### src/logic/scr_pkg.sv
// Package for the scaler control and status register bank.
// Assumes a single system clock and a register access port that delivers
// decoded word offsets within the module's register space.
package scr_pkg;

  // ------------------------------------------------------------------
  // Register offsets
  // ------------------------------------------------------------------
  localparam logic [15:0] OFS_CTRL_SET   = 16'h110A;
  localparam logic [15:0] OFS_CTRL_CLR   = 16'h110C;
  localparam logic [15:0] OFS_STATUS     = 16'h110E;
  localparam logic [15:0] OFS_SLOT       = 16'h1110;
  localparam logic [15:0] OFS_IRQ_LEVEL  = 16'h1112;
  localparam logic [15:0] OFS_IRQ_VECTOR = 16'h1114;
  localparam logic [15:0] OFS_RELOC_HIGH = 16'h1116;
  localparam logic [15:0] OFS_RELOC_LOW  = 16'h1118;
  localparam logic [15:0] OFS_RELOC_SEL  = 16'h111A;
  localparam logic [15:0] OFS_BCAST      = 16'h111C;

  // ------------------------------------------------------------------
  // Field positions and reset values
  // ------------------------------------------------------------------
  localparam int          CTRL_BITS         = 8;
  localparam logic [7:0]  CTRL_RESET        = 8'h00;
  localparam logic [7:0]  CTRL_BUS_ERR_MASK = 8'h10;
  localparam int          ST_HAS_DATA       = 0;
  localparam int          ST_ALMOST_FULL    = 1;
  localparam int          ST_FULL           = 2;
  localparam int          ST_CHAIN_DATA     = 3;
  localparam int          ST_CHAIN_BUSY     = 4;
  localparam int          ST_TERM_ON        = 5;
  localparam int          ST_TERM_OFF       = 6;
  localparam int          ST_BUS_ERR        = 7;
  localparam int          SLOT_BITS         = 5;
  localparam logic [4:0]  SLOT_RESET        = 5'h1F;
  localparam int          IRQ_LEVEL_BITS    = 3;
  localparam logic [2:0]  IRQ_LEVEL_RESET   = 3'h0;
  localparam logic [7:0]  IRQ_VECTOR_RESET  = 8'hDD;
  localparam logic [7:0]  RELOC_RESET       = 8'h00;
  localparam logic [7:0]  BCAST_RESET       = 8'hAA;
  localparam logic [7:0]  GEO_ADDR_MOD      = 8'h2F;

  // Buffer capacity figures, in 32-bit words.
  localparam int          BUF_CAPACITY      = 32768;
  localparam int          BUF_FULL_MARGIN   = 33;
  localparam logic [15:0] ALMOST_FULL_RESET = 16'h0040;

  // Access sequencing of the register port.
  typedef enum logic [1:0] {
    SCR_IDLE,
    SCR_ACK,
    SCR_HOLD
  } scr_acc_type;

endpackage : scr_pkg

### src/logic/scr_regs.sv
// Control and status register bank of a 32-channel latching scaler.
// Assumes the bus interface decodes the module base address upstream,
// presents a word offset with one-cycle write or read strobes, and that
// all status inputs are synchronous to clk_sys_i.
`timescale 1ns/1ps
`default_nettype none

module scr_regs #(
  parameter bit HAS_AUX_CONNECTOR = 1'b0,
  parameter bit HAS_EVENT_BUFFER  = 1'b1,
  parameter int BUF_COUNT_BITS    = 16
) (
  input  wire logic                      clk_sys_i,
  input  wire logic                      reset_i,
  // Register access port.
  input  wire logic [15:0]               reg_offset_i,
  input  wire logic                      reg_write_i,
  input  wire logic                      reg_read_i,
  input  wire logic                      reg_is_d16_i,
  input  wire logic [15:0]               reg_wdata_i,
  output logic      [15:0]               reg_rdata_o,
  output logic                           reg_ack_o,
  // Interrupt acknowledge cycle.
  input  wire logic                      irq_ack_i,
  output logic      [7:0]                irq_vector_o,
  output logic      [2:0]                irq_level_o,
  output logic                           irq_request_o,
  // Status sources.
  input  wire logic [BUF_COUNT_BITS-1:0] buf_word_count_i,
  input  wire logic                      buf_has_data_flag_i,
  input  wire logic [15:0]               almost_full_level_i,
  input  wire logic                      chain_ready_i,
  input  wire logic                      chain_busy_i,
  input  wire logic                      own_busy_i,
  input  wire logic                      term_all_on_i,
  input  wire logic                      term_all_off_i,
  input  wire logic                      bus_error_event_i,
  input  wire logic [4:0]                aux_slot_connector_i,
  input  wire logic [4:0]                rotary_base_i,
  // Control outputs.
  output logic      [7:0]                control_o,
  output logic                           bus_error_allow_o,
  output logic      [4:0]                slot_number_o,
  output logic      [15:0]               relocated_base_o,
  output logic                           relocation_on_o,
  output logic      [7:0]                broadcast_address_o,
  output logic      [15:0]               active_base_o,
  output logic                           clear_data_o,
  output logic                           clear_buffer_o,
  output logic                           module_clear_o
);

  // ------------------------------------------------------------------
  // Decode
  // ------------------------------------------------------------------

  // Address match helper, used for writes and reads alike.
  function automatic logic hit(input logic [15:0] ofs, input logic [15:0] want);
    hit = (ofs == want);
  endfunction : hit

  localparam int FULL_WORDS = scr_pkg::BUF_CAPACITY - scr_pkg::BUF_FULL_MARGIN;

  logic        wr_set, wr_clr, wr_slot, wr_bcast, rd_status;
  logic        slot_writable;
  logic [7:0]  ctrl_r;
  logic [4:0]  slot_r;
  logic [2:0]  irq_level_r;
  logic [7:0]  irq_vector_r;
  logic [7:0]  reloc_high_r;
  logic [7:0]  reloc_low_r;
  logic        reloc_sel_r;
  logic [7:0]  bcast_r;
  logic        bus_err_r;
  logic [7:0]  status_now;
  logic        almost_full_now;

  assign slot_writable = !HAS_AUX_CONNECTOR;
  // Aliases are only honoured for 16-bit cycles.
  assign wr_set    = reg_write_i && reg_is_d16_i
                     && hit(reg_offset_i, scr_pkg::OFS_CTRL_SET);
  assign wr_clr    = reg_write_i && reg_is_d16_i
                     && hit(reg_offset_i, scr_pkg::OFS_CTRL_CLR);
  assign wr_slot   = reg_write_i && slot_writable
                     && hit(reg_offset_i, scr_pkg::OFS_SLOT);
  assign wr_bcast  = reg_write_i && hit(reg_offset_i, scr_pkg::OFS_BCAST);
  assign rd_status = reg_read_i && hit(reg_offset_i, scr_pkg::OFS_STATUS);

  // ------------------------------------------------------------------
  // Control register with set and clear aliases
  // ------------------------------------------------------------------

  // Set aliasing ORs ones in; clear aliasing masks ones out. Bus-error
  // enable falls out as one bit of the same mask arithmetic.
  always_ff @(posedge clk_sys_i or posedge reset_i) begin
    if (reset_i) begin
      ctrl_r <= scr_pkg::CTRL_RESET;
    end else if (wr_set) begin
      ctrl_r <= ctrl_r | reg_wdata_i[7:0];
    end else if (wr_clr) begin
      ctrl_r <= ctrl_r & ~reg_wdata_i[7:0];
    end
  end

  // ------------------------------------------------------------------
  // Status flags
  // ------------------------------------------------------------------

  // The level is owned by a register outside this bank, whose reset value
  // is scr_pkg::ALMOST_FULL_RESET words.
  assign almost_full_now = ({16'h0000, buf_word_count_i} >= {16'h0000, almost_full_level_i});

  // Current-cycle status; the bus-error flag is folded in so that an
  // event in the read cycle itself is still reported.
  always_comb begin
    status_now = 8'h00;
    status_now[scr_pkg::ST_HAS_DATA]    = buf_has_data_flag_i;
    status_now[scr_pkg::ST_ALMOST_FULL] = almost_full_now;
    status_now[scr_pkg::ST_FULL]        =
      (32'(buf_word_count_i) >= 32'(FULL_WORDS));
    status_now[scr_pkg::ST_CHAIN_DATA]  = chain_ready_i;
    status_now[scr_pkg::ST_CHAIN_BUSY]  = chain_busy_i | own_busy_i;
    status_now[scr_pkg::ST_TERM_ON]     = term_all_on_i & ~term_all_off_i;
    status_now[scr_pkg::ST_TERM_OFF]    = term_all_off_i & ~term_all_on_i;
    status_now[scr_pkg::ST_BUS_ERR]     = bus_err_r | bus_error_event_i;
  end

  // Sticky bus-error flag: a new error wins over the clear of a read.
  always_ff @(posedge clk_sys_i or posedge reset_i) begin
    if (reset_i) begin
      bus_err_r <= 1'b0;
    end else if (bus_error_event_i) begin
      bus_err_r <= 1'b1;
    end else if (rd_status) begin
      bus_err_r <= 1'b0;
    end
  end

  // ------------------------------------------------------------------
  // Slot, interrupt, relocation and broadcast registers
  // ------------------------------------------------------------------

  // Writable slot number on plain boards; aux boards read the connector.
  always_ff @(posedge clk_sys_i or posedge reset_i) begin
    if (reset_i) begin
      slot_r <= scr_pkg::SLOT_RESET;
    end else if (wr_slot) begin
      slot_r <= reg_wdata_i[4:0];
    end
  end

  // Plain read/write registers.
  always_ff @(posedge clk_sys_i or posedge reset_i) begin
    if (reset_i) begin
      irq_level_r  <= scr_pkg::IRQ_LEVEL_RESET;
      irq_vector_r <= scr_pkg::IRQ_VECTOR_RESET;
      reloc_high_r <= scr_pkg::RELOC_RESET;
      reloc_low_r  <= scr_pkg::RELOC_RESET;
      reloc_sel_r  <= 1'b0;
      bcast_r      <= scr_pkg::BCAST_RESET;
    end else if (reg_write_i) begin
      if (hit(reg_offset_i, scr_pkg::OFS_IRQ_LEVEL)) begin
        irq_level_r <= reg_wdata_i[2:0];
      end
      if (hit(reg_offset_i, scr_pkg::OFS_IRQ_VECTOR)) begin
        irq_vector_r <= reg_wdata_i[7:0];
      end
      if (hit(reg_offset_i, scr_pkg::OFS_RELOC_HIGH)) begin
        reloc_high_r <= reg_wdata_i[7:0];
      end
      if (hit(reg_offset_i, scr_pkg::OFS_RELOC_LOW)) begin
        reloc_low_r <= reg_wdata_i[7:0];
      end
      if (hit(reg_offset_i, scr_pkg::OFS_RELOC_SEL)) begin
        reloc_sel_r <= reg_wdata_i[0];
      end
      if (wr_bcast) begin
        bcast_r <= reg_wdata_i[7:0];
      end
    end
  end

  // ------------------------------------------------------------------
  // Read mux and acknowledge
  // ------------------------------------------------------------------

  // Read data and acknowledge are registered. A slot write on an aux
  // board is simply never acknowledged, so the master times out.
  always_ff @(posedge clk_sys_i or posedge reset_i) begin
    if (reset_i) begin
      reg_rdata_o <= 16'h0000;
      reg_ack_o   <= 1'b0;
    end else begin
      reg_ack_o <= (reg_read_i || reg_write_i)
                   && !(reg_write_i && !slot_writable
                        && hit(reg_offset_i, scr_pkg::OFS_SLOT));
      if (irq_ack_i) begin
        reg_rdata_o <= {8'h00, irq_vector_r};
      end else if (reg_read_i) begin
        case (reg_offset_i)
          scr_pkg::OFS_STATUS:     reg_rdata_o <= {8'h00, status_now};
          scr_pkg::OFS_SLOT:       reg_rdata_o <= {11'h0, slot_number_o};
          scr_pkg::OFS_IRQ_LEVEL:  reg_rdata_o <= {13'h0, irq_level_r};
          scr_pkg::OFS_IRQ_VECTOR: reg_rdata_o <= {8'h00, irq_vector_r};
          scr_pkg::OFS_RELOC_HIGH: reg_rdata_o <= {8'h00, reloc_high_r};
          scr_pkg::OFS_RELOC_LOW:  reg_rdata_o <= {8'h00, reloc_low_r};
          scr_pkg::OFS_RELOC_SEL:  reg_rdata_o <= {15'h0, reloc_sel_r};
          scr_pkg::OFS_BCAST:      reg_rdata_o <= {8'h00, bcast_r};
          default:                 reg_rdata_o <= 16'h0000;
        endcase
      end
    end
  end

  // ------------------------------------------------------------------
  // Outputs and clear strobes
  // ------------------------------------------------------------------

  // Registered copies of control state; the interrupt request rises on
  // reaching the almost-full level when a non-zero level is set.
  always_ff @(posedge clk_sys_i or posedge reset_i) begin
    if (reset_i) begin
      control_o           <= scr_pkg::CTRL_RESET;
      bus_error_allow_o   <= 1'b0;
      slot_number_o       <= scr_pkg::SLOT_RESET;
      relocated_base_o    <= 16'h0000;
      relocation_on_o     <= 1'b0;
      broadcast_address_o <= scr_pkg::BCAST_RESET;
      active_base_o       <= 16'h0000;
      irq_vector_o        <= scr_pkg::IRQ_VECTOR_RESET;
      irq_level_o         <= scr_pkg::IRQ_LEVEL_RESET;
      irq_request_o       <= 1'b0;
    end else begin
      control_o           <= ctrl_r;
      bus_error_allow_o   <= |(ctrl_r & scr_pkg::CTRL_BUS_ERR_MASK);
      slot_number_o       <= HAS_AUX_CONNECTOR ? aux_slot_connector_i : slot_r;
      relocated_base_o    <= {reloc_high_r, reloc_low_r};
      relocation_on_o     <= reloc_sel_r;
      broadcast_address_o <= bcast_r;
      // Only one base decodes at a time, so the old one goes dead.
      active_base_o       <= reloc_sel_r ? {reloc_high_r, reloc_low_r}
                                         : {rotary_base_i, 11'h0};
      irq_vector_o        <= irq_vector_r;
      irq_level_o         <= irq_level_r;
      irq_request_o       <= (irq_level_r != scr_pkg::IRQ_LEVEL_RESET)
                             && almost_full_now;
    end
  end

  // One-cycle clear strobes for the datapath outside this bank.
  always_ff @(posedge clk_sys_i or posedge reset_i) begin
    if (reset_i) begin
      clear_data_o   <= 1'b0;
      clear_buffer_o <= 1'b0;
      module_clear_o <= 1'b0;
    end else begin
      clear_data_o   <= wr_set || wr_clr || wr_bcast || wr_slot;
      clear_buffer_o <= wr_set || wr_clr || wr_slot
                        || (wr_bcast && HAS_EVENT_BUFFER);
      module_clear_o <= wr_slot;
    end
  end
endmodule : scr_regs

`default_nettype wire

### config.mk
export PLATFORM = sky130hd
export DESIGN_NAME = scr_regs
export DESIGN_NICKNAME = d
export VERILOG_FILES = /design/src/logic/scr_pkg.sv /design/src/logic/scr_regs.sv
export SDC_FILE = /design/constraint.sdc
export NUM_CORES = 1
export LEC_CHECK = 0
export BUFFER_PORTS_ARGS = -buffer_cell sky130_fd_sc_hd__buf_2
export CELL_PAD_IN_SITES_DETAIL_PLACEMENT = 2
export CELL_PAD_IN_SITES_GLOBAL_PLACEMENT = 2
export CORE_MARGIN = 2
export CORE_UTILIZATION = 34
export CTS_BUF_LIST = sky130_fd_sc_hd__clkbuf_2 sky130_fd_sc_hd__clkbuf_4 sky130_fd_sc_hd__clkbuf_8
export DETAILED_ROUTE_END_ITERATION = 10
export PLACE_DENSITY = 0.89
export SLEW_MARGIN = 20
export SYNTH_ARGS = -nofsm -noshare
export SYNTH_HDL_FRONTEND = slang
export SYNTH_SLANG_ARGS = --single-unit
### constraint.sdc
create_clock -name clk_sys_i -period 4.3 [get_ports clk_sys_i]
set_clock_uncertainty 0.2 [all_clocks]
set_input_delay 0 -clock clk_sys_i [delete_from_list [all_inputs] [get_ports clk_sys_i]]
set_output_delay 0 -clock clk_sys_i [all_outputs]
set_load 0.05 [all_outputs]
* After elaboration in Yosys (flattened, before gate mapping)
Cells that the tools add are included.
Word-level totals: flip-flop bits (word level) 137, logic and storage cells 76
Operators by class: order comparisons 2, eq/ne operators 10, mux-type cells 8, bitwise logic cells 9, reductions and logical operators 23
Operators by type and width (number):
- $eq 16x13->1 const B | 10
- $pmux 8 s8 | 1
- $mux 16 | 3
- $ge 16x15->1 const B | 1
- $ge 16x16->1 | 1
- $mux 8 | 2
- $reduce_and 2->1 | 6
- $and 8x8->8 | 1
- $not 8->8 | 1
- $or 8x8->8 | 1
- $logic_and 1x1->1 | 7
- $logic_or 1x1->1 | 6
- $reduce_bool 2->1 | 3
- $reduce_bool 3->1 | 1
- $and 1x1->1 | 2
- $mux 1 | 2
- $not 1->1 | 2
- $or 1x1->1 | 2

* Logic depth before layout (Yosys ltp)
Gate-level depths: netlist of run 1.
word-level depth 5, depth in mapped cells 7, mapped depth without buffers 7

* Worst setup path before layout of run 1
Ideal clock, no wire load.
path type input to register, start point input port reg_offset_i[13], end point register reloc_high_r[0], arrival time 1569 ps, required time 3975 ps, path slack 2407 ps, stages 5, buffers on the path 1, path through or4b_1 -> buf_6 -> nor4_4 -> nand2_4 -> mux2_2
Between the ends: longest elaborated chain between the ends 2
Ends and longest elaborated chain:
- start: declaration | line scr_regs.sv:16 | input wire logic [15:0] reg_offset_i,
- $eq 16x13->1 | line scr_regs.sv:59 | hit = (ofs == want);
- $reduce_and 2->1 (no line)
- end signal: assignment | line scr_regs.sv:157 | reloc_high_r <= scr_pkg::RELOC_RESET;
- end signal: assignment | line scr_regs.sv:169 | reloc_high_r <= reg_wdata_i[7:0];
- end: declaration | line scr_regs.sv:70 | logic [7:0] reloc_high_r;
Every way passes these cells. A chain may end at the register's enable or synchronous reset.

* Worst setup path after layout of run 1
start point input port reg_offset_i[5], end point register reg_rdata_o[5]
Between the ends: longest elaborated chain between the ends 4, elaborated cells between the ends (all ways) 11
Ends and longest elaborated chain:
- $eq 16x13->1 | line scr_regs.sv:200 | case (reg_offset_i)
- $pmux 8 s8 * | line scr_regs.sv:200
- $mux 16 * | line scr_regs.sv:199 | end else if (reg_read_i) begin
- $mux 16 * | line scr_regs.sv:197 | if (irq_ack_i) begin
- end signal: assignment | line scr_regs.sv:198 | reg_rdata_o <= {8'h00, irq_vector_r};
- end signal: assignment | line scr_regs.sv:201 | scr_pkg::OFS_STATUS: reg_rdata_o <= {8'h00, status_now};
- end signal: assignment | line scr_regs.sv:202 | scr_pkg::OFS_SLOT: reg_rdata_o <= {11'h0, slot_number_o};
- end: declaration | line scr_regs.sv:21 | output logic [15:0] reg_rdata_o,
Mark *: on every way between the ends. The rest lies on a longest branch, timed or not. The select of a mux whose other input is x is not followed.

==> results.sh, run 1 <==
export IMPL_status="completed"
export IMPL_cp_end_kind="register"
export IMPL_worstHoldStart="buf_word_count_i[14]"
export IMPL_grt_pass1_wl_um=30500
export IMPL_drv_slew=0
export IMPL_ys_flop_type="dfrtp_1"
export IMPL_gr_usage_all_layers_pct=24.7
export IMPL_synth_seq_cells=128
export IMPL_syn_area_sq_um=5470
export IMPL_hpwl_um=13100
export IMPL_wire_per_inst_um=24.2
export IMPL_total_power_mw=2.45
export IMPL_finalCriticalPeriod_ns=4.15
export IMPL_final_area_sq_um=7270
export IMPL_cts_buffers=17
export IMPL_clock_root_buffer="clkbuf_8"
export IMPL_postPlaceCellArea_sq_um=6440
export IMPL_crit_type="input port to register"
export IMPL_clk_latency_ns=0.45
export IMPL_tns_ns=0
export IMPL_synth_warnings=0
export IMPL_synth_edf_count=0
export IMPL_holdPathStages=7
export IMPL_nNetsFinal=726
export IMPL_setup_viol_count_final=0
export IMPL_place_congestion=0.790
export IMPL_drt_iter0_markers=205
export IMPL_leakage_nw=3.69
export IMPL_tightest_slew_ns=0.777
export IMPL_postCtsHoldBufs=45
export IMPL_reg_top3="active_base_o (16), relocated_base_o (16)"
export IMPL_routed_via_density=5.27
export IMPL_netlist_instances=416
export IMPL_crit_required_ns=4.50
export IMPL_cts_tree="built"
export IMPL_nFillCells=1627
export IMPL_cp_data_arrival_time_ns=4.35
export IMPL_yosysSeqAreaShare_pct=59.2
export IMPL_drtAntennaViolNets=0
export IMPL_rows=46
export IMPL_fin_cells=852
export IMPL_rr_worst_depth=5
export IMPL_dieArea_sq_um=17100
export IMPL_drt_pre_antenna_iters=5
export IMPL_drc=0
export IMPL_via_count=4494
export IMPL_cts_setup_buffers=0
export IMPL_postSynthAreaPerCell_sq_um=13.1
export IMPL_antenna_found_initial=0
export IMPL_syn_to_final_growth_pct=32.9
export IMPL_cts_max_level=4
export IMPL_max_slew_margin_rel_pct=47.5
export IMPL_fp_dieH_um=131
export IMPL_fp_dieW_um=131
export IMPL_core_sq_um=15800
export IMPL_cts_sinks=128
export IMPL_grt_pass1_vias=5181
export IMPL_cts_buffer_depth=2
export IMPL_io_pins=174
export IMPL_hold_viol_final=0
export IMPL_cts_repair_resized=0
export IMPL_drt_wl_total_um=20600
export IMPL_synthDistinctLibCells=64
export IMPL_grt_max_degree=59
export IMPL_cap_viol_max_count=0
export IMPL_diodes=0
export IMPL_rr_startpoint="reloc_high_r[5]"
export IMPL_drive_gt1_share_pct=45.4
export IMPL_final_common_cell="buf_2"
export IMPL_power_density_nw_per_um2=337
export IMPL_ir_drop_mv=0.185
export IMPL_fin_crit_sh_pct=96.6
export IMPL_worstSetupStartpoint="reg_offset_i[5]"
export IMPL_mostFrequentLayoutCells="buf_2, dfrtp_1, mux2_2, dlygate4sd3_1, dfstp_2"
export IMPL_io_buffers=152
export IMPL_grt_overflow_total=0
export IMPL_dp_cells=775
export IMPL_max_freq_mhz=241
export IMPL_rsz0062_at_grt="no"
export IMPL_holdCritPathClass="input port to register"
export IMPL_clk_pin_slew_worst_paths_ns=0.09
export IMPL_start_util_pct=34.6
export IMPL_crit_fanout=8
export IMPL_cp_start_kind="input port"
export IMPL_async_reset_ff_share_pct=100
[metal layers]
metal  up-vias  share of wire (%)  GRT usage (%)
met2       215                 51           44.0
met5         -                  0              0
li1       1905                  -              -
met4         0                3.9           12.6
met1      2315                 38           27.6
met3        59                6.6           5.90
[per-stage QoR]
step | setup WS (ns) | utilization (%) | hold WS [ns]
2_1_floorplan | 0.737 | - | -0.108
3_3_place_gp | 1.80 | 40.7 | -0.203
3_5_place_dp | 1.65 | 40.7 | -0.192
4_1_cts | 0.308 | 45.9 | 0.0117
5_1_grt | 0.127 | 45.9 | 0.0467
6_report | 0.145 | 45.9 | 0.0249
[synthesized netlist by cell type (all sizes together), types with 2 or more instances]
master | count | area [sq um]
a21boi | 2 | 15.0
a21o | 3 | 22.5
a21oi | 9 | 45.0
a221oi | 2 | 17.5
a22o | 5 | 43.8
a22oi | 6 | 45.0
a311oi | 2 | 17.5
a31o | 2 | 17.5
a31oi | 3 | 18.8
a32oi | 4 | 35.0
and2 | 13 | 81.3
buf | 15 | 105
clkbuf | 5 | 18.8
dfrtp | 98 | 2450
dfstp | 30 | 788
ha | 16 | 200
inv | 25 | 93.8
mux2 | 54 | 608
mux2i | 3 | 30.0
nand2 | 29 | 121
nand2b | 2 | 12.5
nand3 | 10 | 62.6
nand3b | 2 | 15.0
nand4 | 6 | 37.5
nor2 | 8 | 30.0
nor3 | 8 | 40.0
nor3b | 5 | 37.5
nor4 | 7 | 119
nor4b | 3 | 26.3
o2111ai | 2 | 17.5
o211ai | 3 | 22.5
o21ai | 7 | 35.0
or2 | 3 | 18.8
or4b | 4 | 43.8
or4bb | 2 | 22.5
[layout make-up]
cell class	count	area [sq um]	area share [%]
clock buffers	19	249	3.43
flip-flops and latches	128	3240	44.6
inverters	25	96.3	1.33
clock inverters	13	128	1.76
repair buffers	201	1240	17.1
multi-input cells	250	2040	28.1
well taps	216	270	3.72
[worst paths after layout]
check	end	slack, ns
max	reg_rdata_o[5]	0.15
min	irq_request_o	0.02
max reg2reg	reg_rdata_o[5]	1.87
min reg2reg	slot_number_o[0]	0.17
max in group asynchronous	reg_rdata_o[7]	2.38
min in group asynchronous	module_clear_o	0.45
[kinds of logic (layout without fill, tap and decap cells)]
logic type / Yosys count / count (layout) / share of synthesized area [%]
AOI/OAI and AO/OA: 61 / 61 / 8.33
xor gates and xnor gates: 1 / 1 / 0.160
adders and majority gates: 16 / 16 / 3.66
buffers and inverters: 45 / 258 / 3.98
DFF: 128 / 128 / 59.2
muxes: 57 / 57 / 11.7
other: 1 / 8 / 0.0686
and+or+nand+nor: 107 / 107 / 12.9
[power breakdown]
group          leakage [nW]  total (mW)  switching (mW)  internal [mW]
sequential             1.66        1.21         0.00163           1.21
clock                 0.173        1.02           0.545          0.478
combinational          1.86       0.216           0.139         0.0771
total                  3.69        2.45           0.686           1.76
[worst max-delay path: stages]
cell and delay, ns:
dlygate4sd3_1 0.54, buf_2 0.14, or4b_4 0.60, dlygate4sd3_1 0.70
nor4_4 0.69, a22oi_1 0.21, o311a_1 0.15, dlygate4sd3_1 0.58
o21ai_1 0.15, dlygate4sd3_1 0.58
(Power assumes the default switching activity.)
==> run 2, diff against run 1 <==
--- a/config.mk
+++ b/config.mk
@@ -12,6 +12,7 @@
 export CORE_UTILIZATION = 34
 export CTS_BUF_LIST = sky130_fd_sc_hd__clkbuf_2 sky130_fd_sc_hd__clkbuf_4 sky130_fd_sc_hd__clkbuf_8
 export DETAILED_ROUTE_END_ITERATION = 10
+export HOLD_SLACK_MARGIN = 0.1
 export PLACE_DENSITY = 0.89
 export SLEW_MARGIN = 20
 export SYNTH_ARGS = -nofsm -noshare
==> results.sh, run 2 (synthesis gave the netlist of run 1 again) <==
export IMPL_status="completed"
export IMPL_antenna_found_initial=0
export IMPL_drv_slew=0
export IMPL_nNetsFinal=738
export IMPL_clock_root_buffer="clkbuf_8"
export IMPL_fin_crit_sh_pct=94.0
export IMPL_setup_ws_ns=0.257
export IMPL_nFillCells=1603
export IMPL_cp_slowest_stage_delay_ns=0.72
export IMPL_crit_family="buffers and inverters"
export IMPL_cp_data_arrival_time_ns=4.27
export IMPL_whs_ns=0.116
export IMPL_grt_pass1_wl_um=30900
export IMPL_leakage_nw=3.74
export IMPL_crit_chain="dlygate4sd3_1 -> buf_2 -> or4b_4 -> dlygate4sd3_1 -> nor4_4 -> a22oi_1 -> o311a_1 -> dlygate4sd3_1 -> o21ai_1 -> dlygate4sd3_1"
export IMPL_finalCriticalPeriod_ns=4.04
export IMPL_drive_gt1_share_pct=44.6
export IMPL_rr_worst_depth=5
export IMPL_clk_pin_slew_worst_paths_ns=0.10
export IMPL_place_congestion=0.790
export IMPL_cts_buffer_depth=2
export IMPL_cts_max_level=4
export IMPL_fp_dieW_um=131
export IMPL_core_sq_um=15800
export IMPL_drt_iter0_markers=298
export IMPL_grt_max_degree=59
export IMPL_crit_required_ns=4.52
export IMPL_rsz0062_at_grt="no"
export IMPL_drt_pre_antenna_iters=5
export IMPL_crit_fanout=8
export IMPL_tightest_slew_ns=0.914
export IMPL_tns_ns=0
export IMPL_ir_drop_mv=0.185
export IMPL_mostFrequentLayoutCells="buf_2, dfrtp_1, dlygate4sd3_1, mux2_2, dfstp_2"
export IMPL_reg_top3="active_base_o (16), relocated_base_o (16)"
export IMPL_cts_tree="built"
export IMPL_cts_buffers=17
export IMPL_cp_start_kind="input port"
export IMPL_max_slew_margin_rel_pct=38.2
export IMPL_drc=0
export IMPL_io_buffers=152
export IMPL_fp_dieH_um=131
export IMPL_postCtsHoldBufs=57
export IMPL_clk_latency_ns=0.48
export IMPL_critPathSlowestCell="dlygate4sd3_1"
export IMPL_cts_sinks=128
export IMPL_hpwl_um=13100
export IMPL_dieArea_sq_um=17100
export IMPL_cap_viol_max_count=0
export IMPL_crit_type="input port to register"
export IMPL_cp_depth=10
export IMPL_gr_usage_all_layers_pct=25.0
export IMPL_hold_viol_final=0
export IMPL_worstSetupStartpoint="reg_offset_i[5]"
export IMPL_cts_setup_buffers=0
export IMPL_io_pins=174
export IMPL_endpoint="reg_rdata_o[5]"
export IMPL_max_freq_mhz=247
export IMPL_path_buf_inv=5
export IMPL_rrSetupSlack_ns=1.93
export IMPL_rows=46
export IMPL_drtAntennaViolNets=0
export IMPL_holdCritPathClass="input port to register"
export IMPL_wire_per_inst_um=24.3
export IMPL_via_count=4527
export IMPL_start_util_pct=34.6
export IMPL_grt_pass1_vias=5153
export IMPL_pre_cts_ws_ns=1.65
export IMPL_setup_viol_count_final=0
export IMPL_drt_wl_total_um=21000
export IMPL_diodes=0
export IMPL_routed_via_density=5.24
export IMPL_power_density_nw_per_um2=333
export IMPL_cp_end_kind="register"
export IMPL_syn_to_final_growth_pct=35.1
export IMPL_rr_endpoint="reg_rdata_o[5]"
export IMPL_cts_repair_resized=0
export IMPL_rr_startpoint="reloc_high_r[5]"
export IMPL_timing_critical_path_mode_cell="dlygate4sd3_1"
export IMPL_final_common_cell="buf_2"
export IMPL_grt_overflow_total=0
## run 2: cell types whose count changed in the layout (fill, tap and decap cells not counted), sizes merged
cell         before  now
dlygate4sd3      45   57
## run 2: through the flow
stage	cells	utilization, %	total power [mW]	instance area (sq um)
after global routing	864	46.7	2.54	7390
after detailed placement	775	40.7	1.41	6440
after floorplan	423	-	1.34	5500
after global placement	775	40.7	1.40	6440
final	864	46.7	2.46	7390
after CTS	864	46.6	2.44	7380
## run 2: worst min path at each step
| stage | start | endpoint | slack [ns] | depth (start not counted) |
|---|---|---|---|---|
| global placement | reset_i | relocation_on_o | -0.20 | 2 |
| CTS | rotary_base_i[3] | active_base_o[14] | 0.12 | 3 |
| finish | rotary_base_i[2] | active_base_o[13] | 0.12 | 3 |
| global route | rotary_base_i[2] | active_base_o[13] | 0.12 | 3 |
| floorplan | bus_error_event_i | bus_err_r | -0.11 | 1 |
| detailed placement | reset_i | module_clear_o | -0.19 | 2 |
## run 2: area by class of cell
class	count	area (sq um)	area share [%]
repair buffers	213	1360	18.4
flip-flops and latches	128	3240	43.9
clock buffers	19	249	3.37
multi-input cells	250	2040	27.7
well taps	216	270	3.66
inverters	25	96.3	1.30
clock inverters	13	128	1.73
## run 2: metal layers
metal  share of wire (%)  wire length [um]  global-route usage (%)
met5                   0                 0                       0
met3                 7.0              1470                    7.37
met2                  51             10800                    44.3
met4                 3.8               802                    12.2
met1                  38              7970                    27.6
## run 2: power by group
| part | internal, mW | total (mW) | switching [mW] | leakage (nW) |
|---|---|---|---|---|
| registers | 1.21 | 1.21 | 0.00161 | 1.66 |
| clock network | 0.477 | 1.03 | 0.551 | 0.173 |
| logic | 0.0835 | 0.224 | 0.140 | 1.91 |
## run 2: tightest hold or removal path, cell delays in order
cell           delay (ns)
dlygate4sd3_1        0.53
buf_2                0.10
mux2_2               0.13
==> run 3, diff against run 2 <==
--- a/config.mk
+++ b/config.mk
@@ -6,14 +6,15 @@
 export NUM_CORES = 1
 export LEC_CHECK = 0
 export BUFFER_PORTS_ARGS = -buffer_cell sky130_fd_sc_hd__buf_2
-export CELL_PAD_IN_SITES_DETAIL_PLACEMENT = 2
-export CELL_PAD_IN_SITES_GLOBAL_PLACEMENT = 2
+export CELL_PAD_IN_SITES_DETAIL_PLACEMENT = 0
+export CELL_PAD_IN_SITES_GLOBAL_PLACEMENT = 1
 export CORE_MARGIN = 2
-export CORE_UTILIZATION = 34
+export CORE_UTILIZATION = 41
 export CTS_BUF_LIST = sky130_fd_sc_hd__clkbuf_2 sky130_fd_sc_hd__clkbuf_4 sky130_fd_sc_hd__clkbuf_8
 export DETAILED_ROUTE_END_ITERATION = 10
 export HOLD_SLACK_MARGIN = 0.1
-export PLACE_DENSITY = 0.89
+export PLACE_DENSITY = 0.88
+export REMOVE_ABC_BUFFERS = 1
 export SLEW_MARGIN = 20
 export SYNTH_ARGS = -nofsm -noshare
 export SYNTH_HDL_FRONTEND = slang
==> results.sh, run 3 (synthesis gave the netlist of run 1 again) <==
export IMPL_setup_viol_count_final=0
export IMPL_wire_per_inst_um=17.3
export IMPL_crit_type="input port to register"
export IMPL_via_count=4196
export IMPL_timing_critical_path_mode_cell="dlygate4sd3_1"
export IMPL_ir_drop_mv=0.217
export IMPL_io_pins=174
export IMPL_cts_tree="built"
export IMPL_mostFrequentLayoutCells="buf_2, dfrtp_1, dlygate4sd3_1, mux2_2, dfstp_2"
export IMPL_cp_start_kind="input port"
export IMPL_hpwl_um=10200
export IMPL_max_freq_mhz=253
export IMPL_dp_cells=733
export IMPL_rsz0062_at_grt="no"
export IMPL_whs_ns=0.122
export IMPL_crit_required_ns=4.47
export IMPL_rows=42
export IMPL_cts_buffers=17
export IMPL_crit_chain="dlygate4sd3_1 -> buf_2 -> or4b_4 -> dlygate4sd3_1 -> nor4_4 -> a22oi_1 -> o311a_1 -> dlygate4sd3_1 -> o21ai_1 -> dlygate4sd3_1"
export IMPL_clock_root_buffer="clkbuf_8"
export IMPL_start_util_pct=41.6
export IMPL_cap_viol_max_count=0
export IMPL_fp_dieW_um=120
export IMPL_core_sq_um=13100
export IMPL_nNetsFinal=737
export IMPL_setup_ws_ns=0.340
export IMPL_grt_pass1_vias=4347
export IMPL_drc=0
export IMPL_clk_pin_slew_worst_paths_ns=0.07
export IMPL_grt_pass1_wl_um=22800
export IMPL_grt_max_degree=45
export IMPL_cts_max_level=4
export IMPL_gr_usage_all_layers_pct=20.9
export IMPL_tns_ns=0
export IMPL_drtAntennaViolNets=0
export IMPL_cp_data_arrival_time_ns=4.13
export IMPL_drt_pre_antenna_iters=4
export IMPL_grt_overflow_total=0
export IMPL_final_area_sq_um=7360
export IMPL_io_buffers=152
export IMPL_reg_top3="active_base_o (16), relocated_base_o (16)"
export IMPL_dieArea_sq_um=14300
export IMPL_path_buf_inv=5
export IMPL_power_density_nw_per_um2=332
export IMPL_status="completed"
export IMPL_cts_buffer_depth=2
export IMPL_fin_crit_sh_pct=92.1
export IMPL_postPlaceCellArea_sq_um=6370
export IMPL_tightest_slew_ns=0.931
export IMPL_hold_viol_final=0
export IMPL_place_congestion=0.894
export IMPL_routed_via_density=5.10
export IMPL_clk_latency_ns=0.44
export IMPL_critPathSlowestCell="dlygate4sd3_1"
export IMPL_max_slew_margin_rel_pct=37.8
export IMPL_rrSetupSlack_ns=1.94
export IMPL_drt_wl_total_um=14300
export IMPL_drt_iter0_markers=276
export IMPL_finalCriticalPeriod_ns=3.96
export IMPL_antenna_found_initial=0
export IMPL_final_common_cell="buf_2"
export IMPL_cts_sinks=128
export IMPL_drive_gt1_share_pct=44.2
export IMPL_cp_end_kind="register"
export IMPL_diodes=0
export IMPL_crit_fanout=8
export IMPL_fp_dieH_um=120
export IMPL_leakage_nw=3.77
export IMPL_crit_family="buffers and inverters"
export IMPL_holdCritPathClass="input port to register"
export IMPL_fin_cells=823
export IMPL_drv_slew=0
export IMPL_syn_to_final_growth_pct=34.5
export IMPL_cp_slowest_stage_delay_ns=0.73
export IMPL_pre_cts_ws_ns=1.80
## run 3: changes by cell type in the layout (fill, tap and decap cells not counted), sizes merged
cell         delta
clkbuf          +1
clkinv          +4
dlygate4sd3     +1
bufinv          +1
clkinvlp        -3
buf             -2
inv             -3
## run 3: worst paths after layout
check / startpoint / end / depth (start not counted)
worst max register to register: reloc_high_r[6] / reg_rdata_o[6] / 5
max in group asynchronous: reset_i / irq_vector_r[6] / 5
min in group asynchronous: reset_i / broadcast_address_o[2] / 4
worst max-delay path: reg_offset_i[5] / reg_rdata_o[5] / 10
worst min register to register: slot_r[2] / slot_number_o[2] / 0
worst min-delay path: buf_word_count_i[7] / irq_request_o / 7
## run 3: cell type report
class,count,area (sq um)
multi-input cells,250,2040
well taps,176,220
flip-flops and latches,128,3240
repair buffers,212,1360
inverters,25,96.3
clock inverters,12,133
fillers,1098,5780
clock buffers,20,275
## run 3: tightest hold or removal path: cells and delay by family
kind                     cells  cell delay, ns
AO/OA/AOI/OAI                2            0.21
adder cells (fa/ha/maj)      1            0.14
buffers and inverters        2            0.13
AND/OR/NAND/NOR              2            0.24
## run 3: per-layer routing
layer | routed length [um] | part of all wire, % | global-route usage (%)
met3 | 1010 | 7.1 | 6.32
met2 | 7100 | 50 | 34.5
met5 | 0 | 0 | 0
met4 | 394 | 2.8 | 8.68
met1 | 5760 | 40 | 25.6
## run 3: report_power, final
part / internal, mW / switching (mW) / total (mW)
clock network: 0.563 / 0.463 / 1.03
logic: 0.0801 / 0.124 / 0.204
registers: 1.21 / 0.00115 / 1.21
total: 1.85 / 0.588 / 2.44
## run 3: what timing repair did
| item | 4_1_cts | 5_1_grt |
|---|---|---|
| gates resized for setup | 0 | 0 |
| hold endpoints to repair | 176 | 0 |
| setup buffers | 0 | 0 |
| hold buffers | 58 | 0 |
## run 3: stage by stage
step / power, mW / utilization (%)
detailed placement: 1.40 / 48.5
CTS: 2.47 / 56.0
floorplan: 1.32 / -
finish: 2.44 / 56.0
global placement: 1.40 / 48.5
global route: 2.55 / 56.0
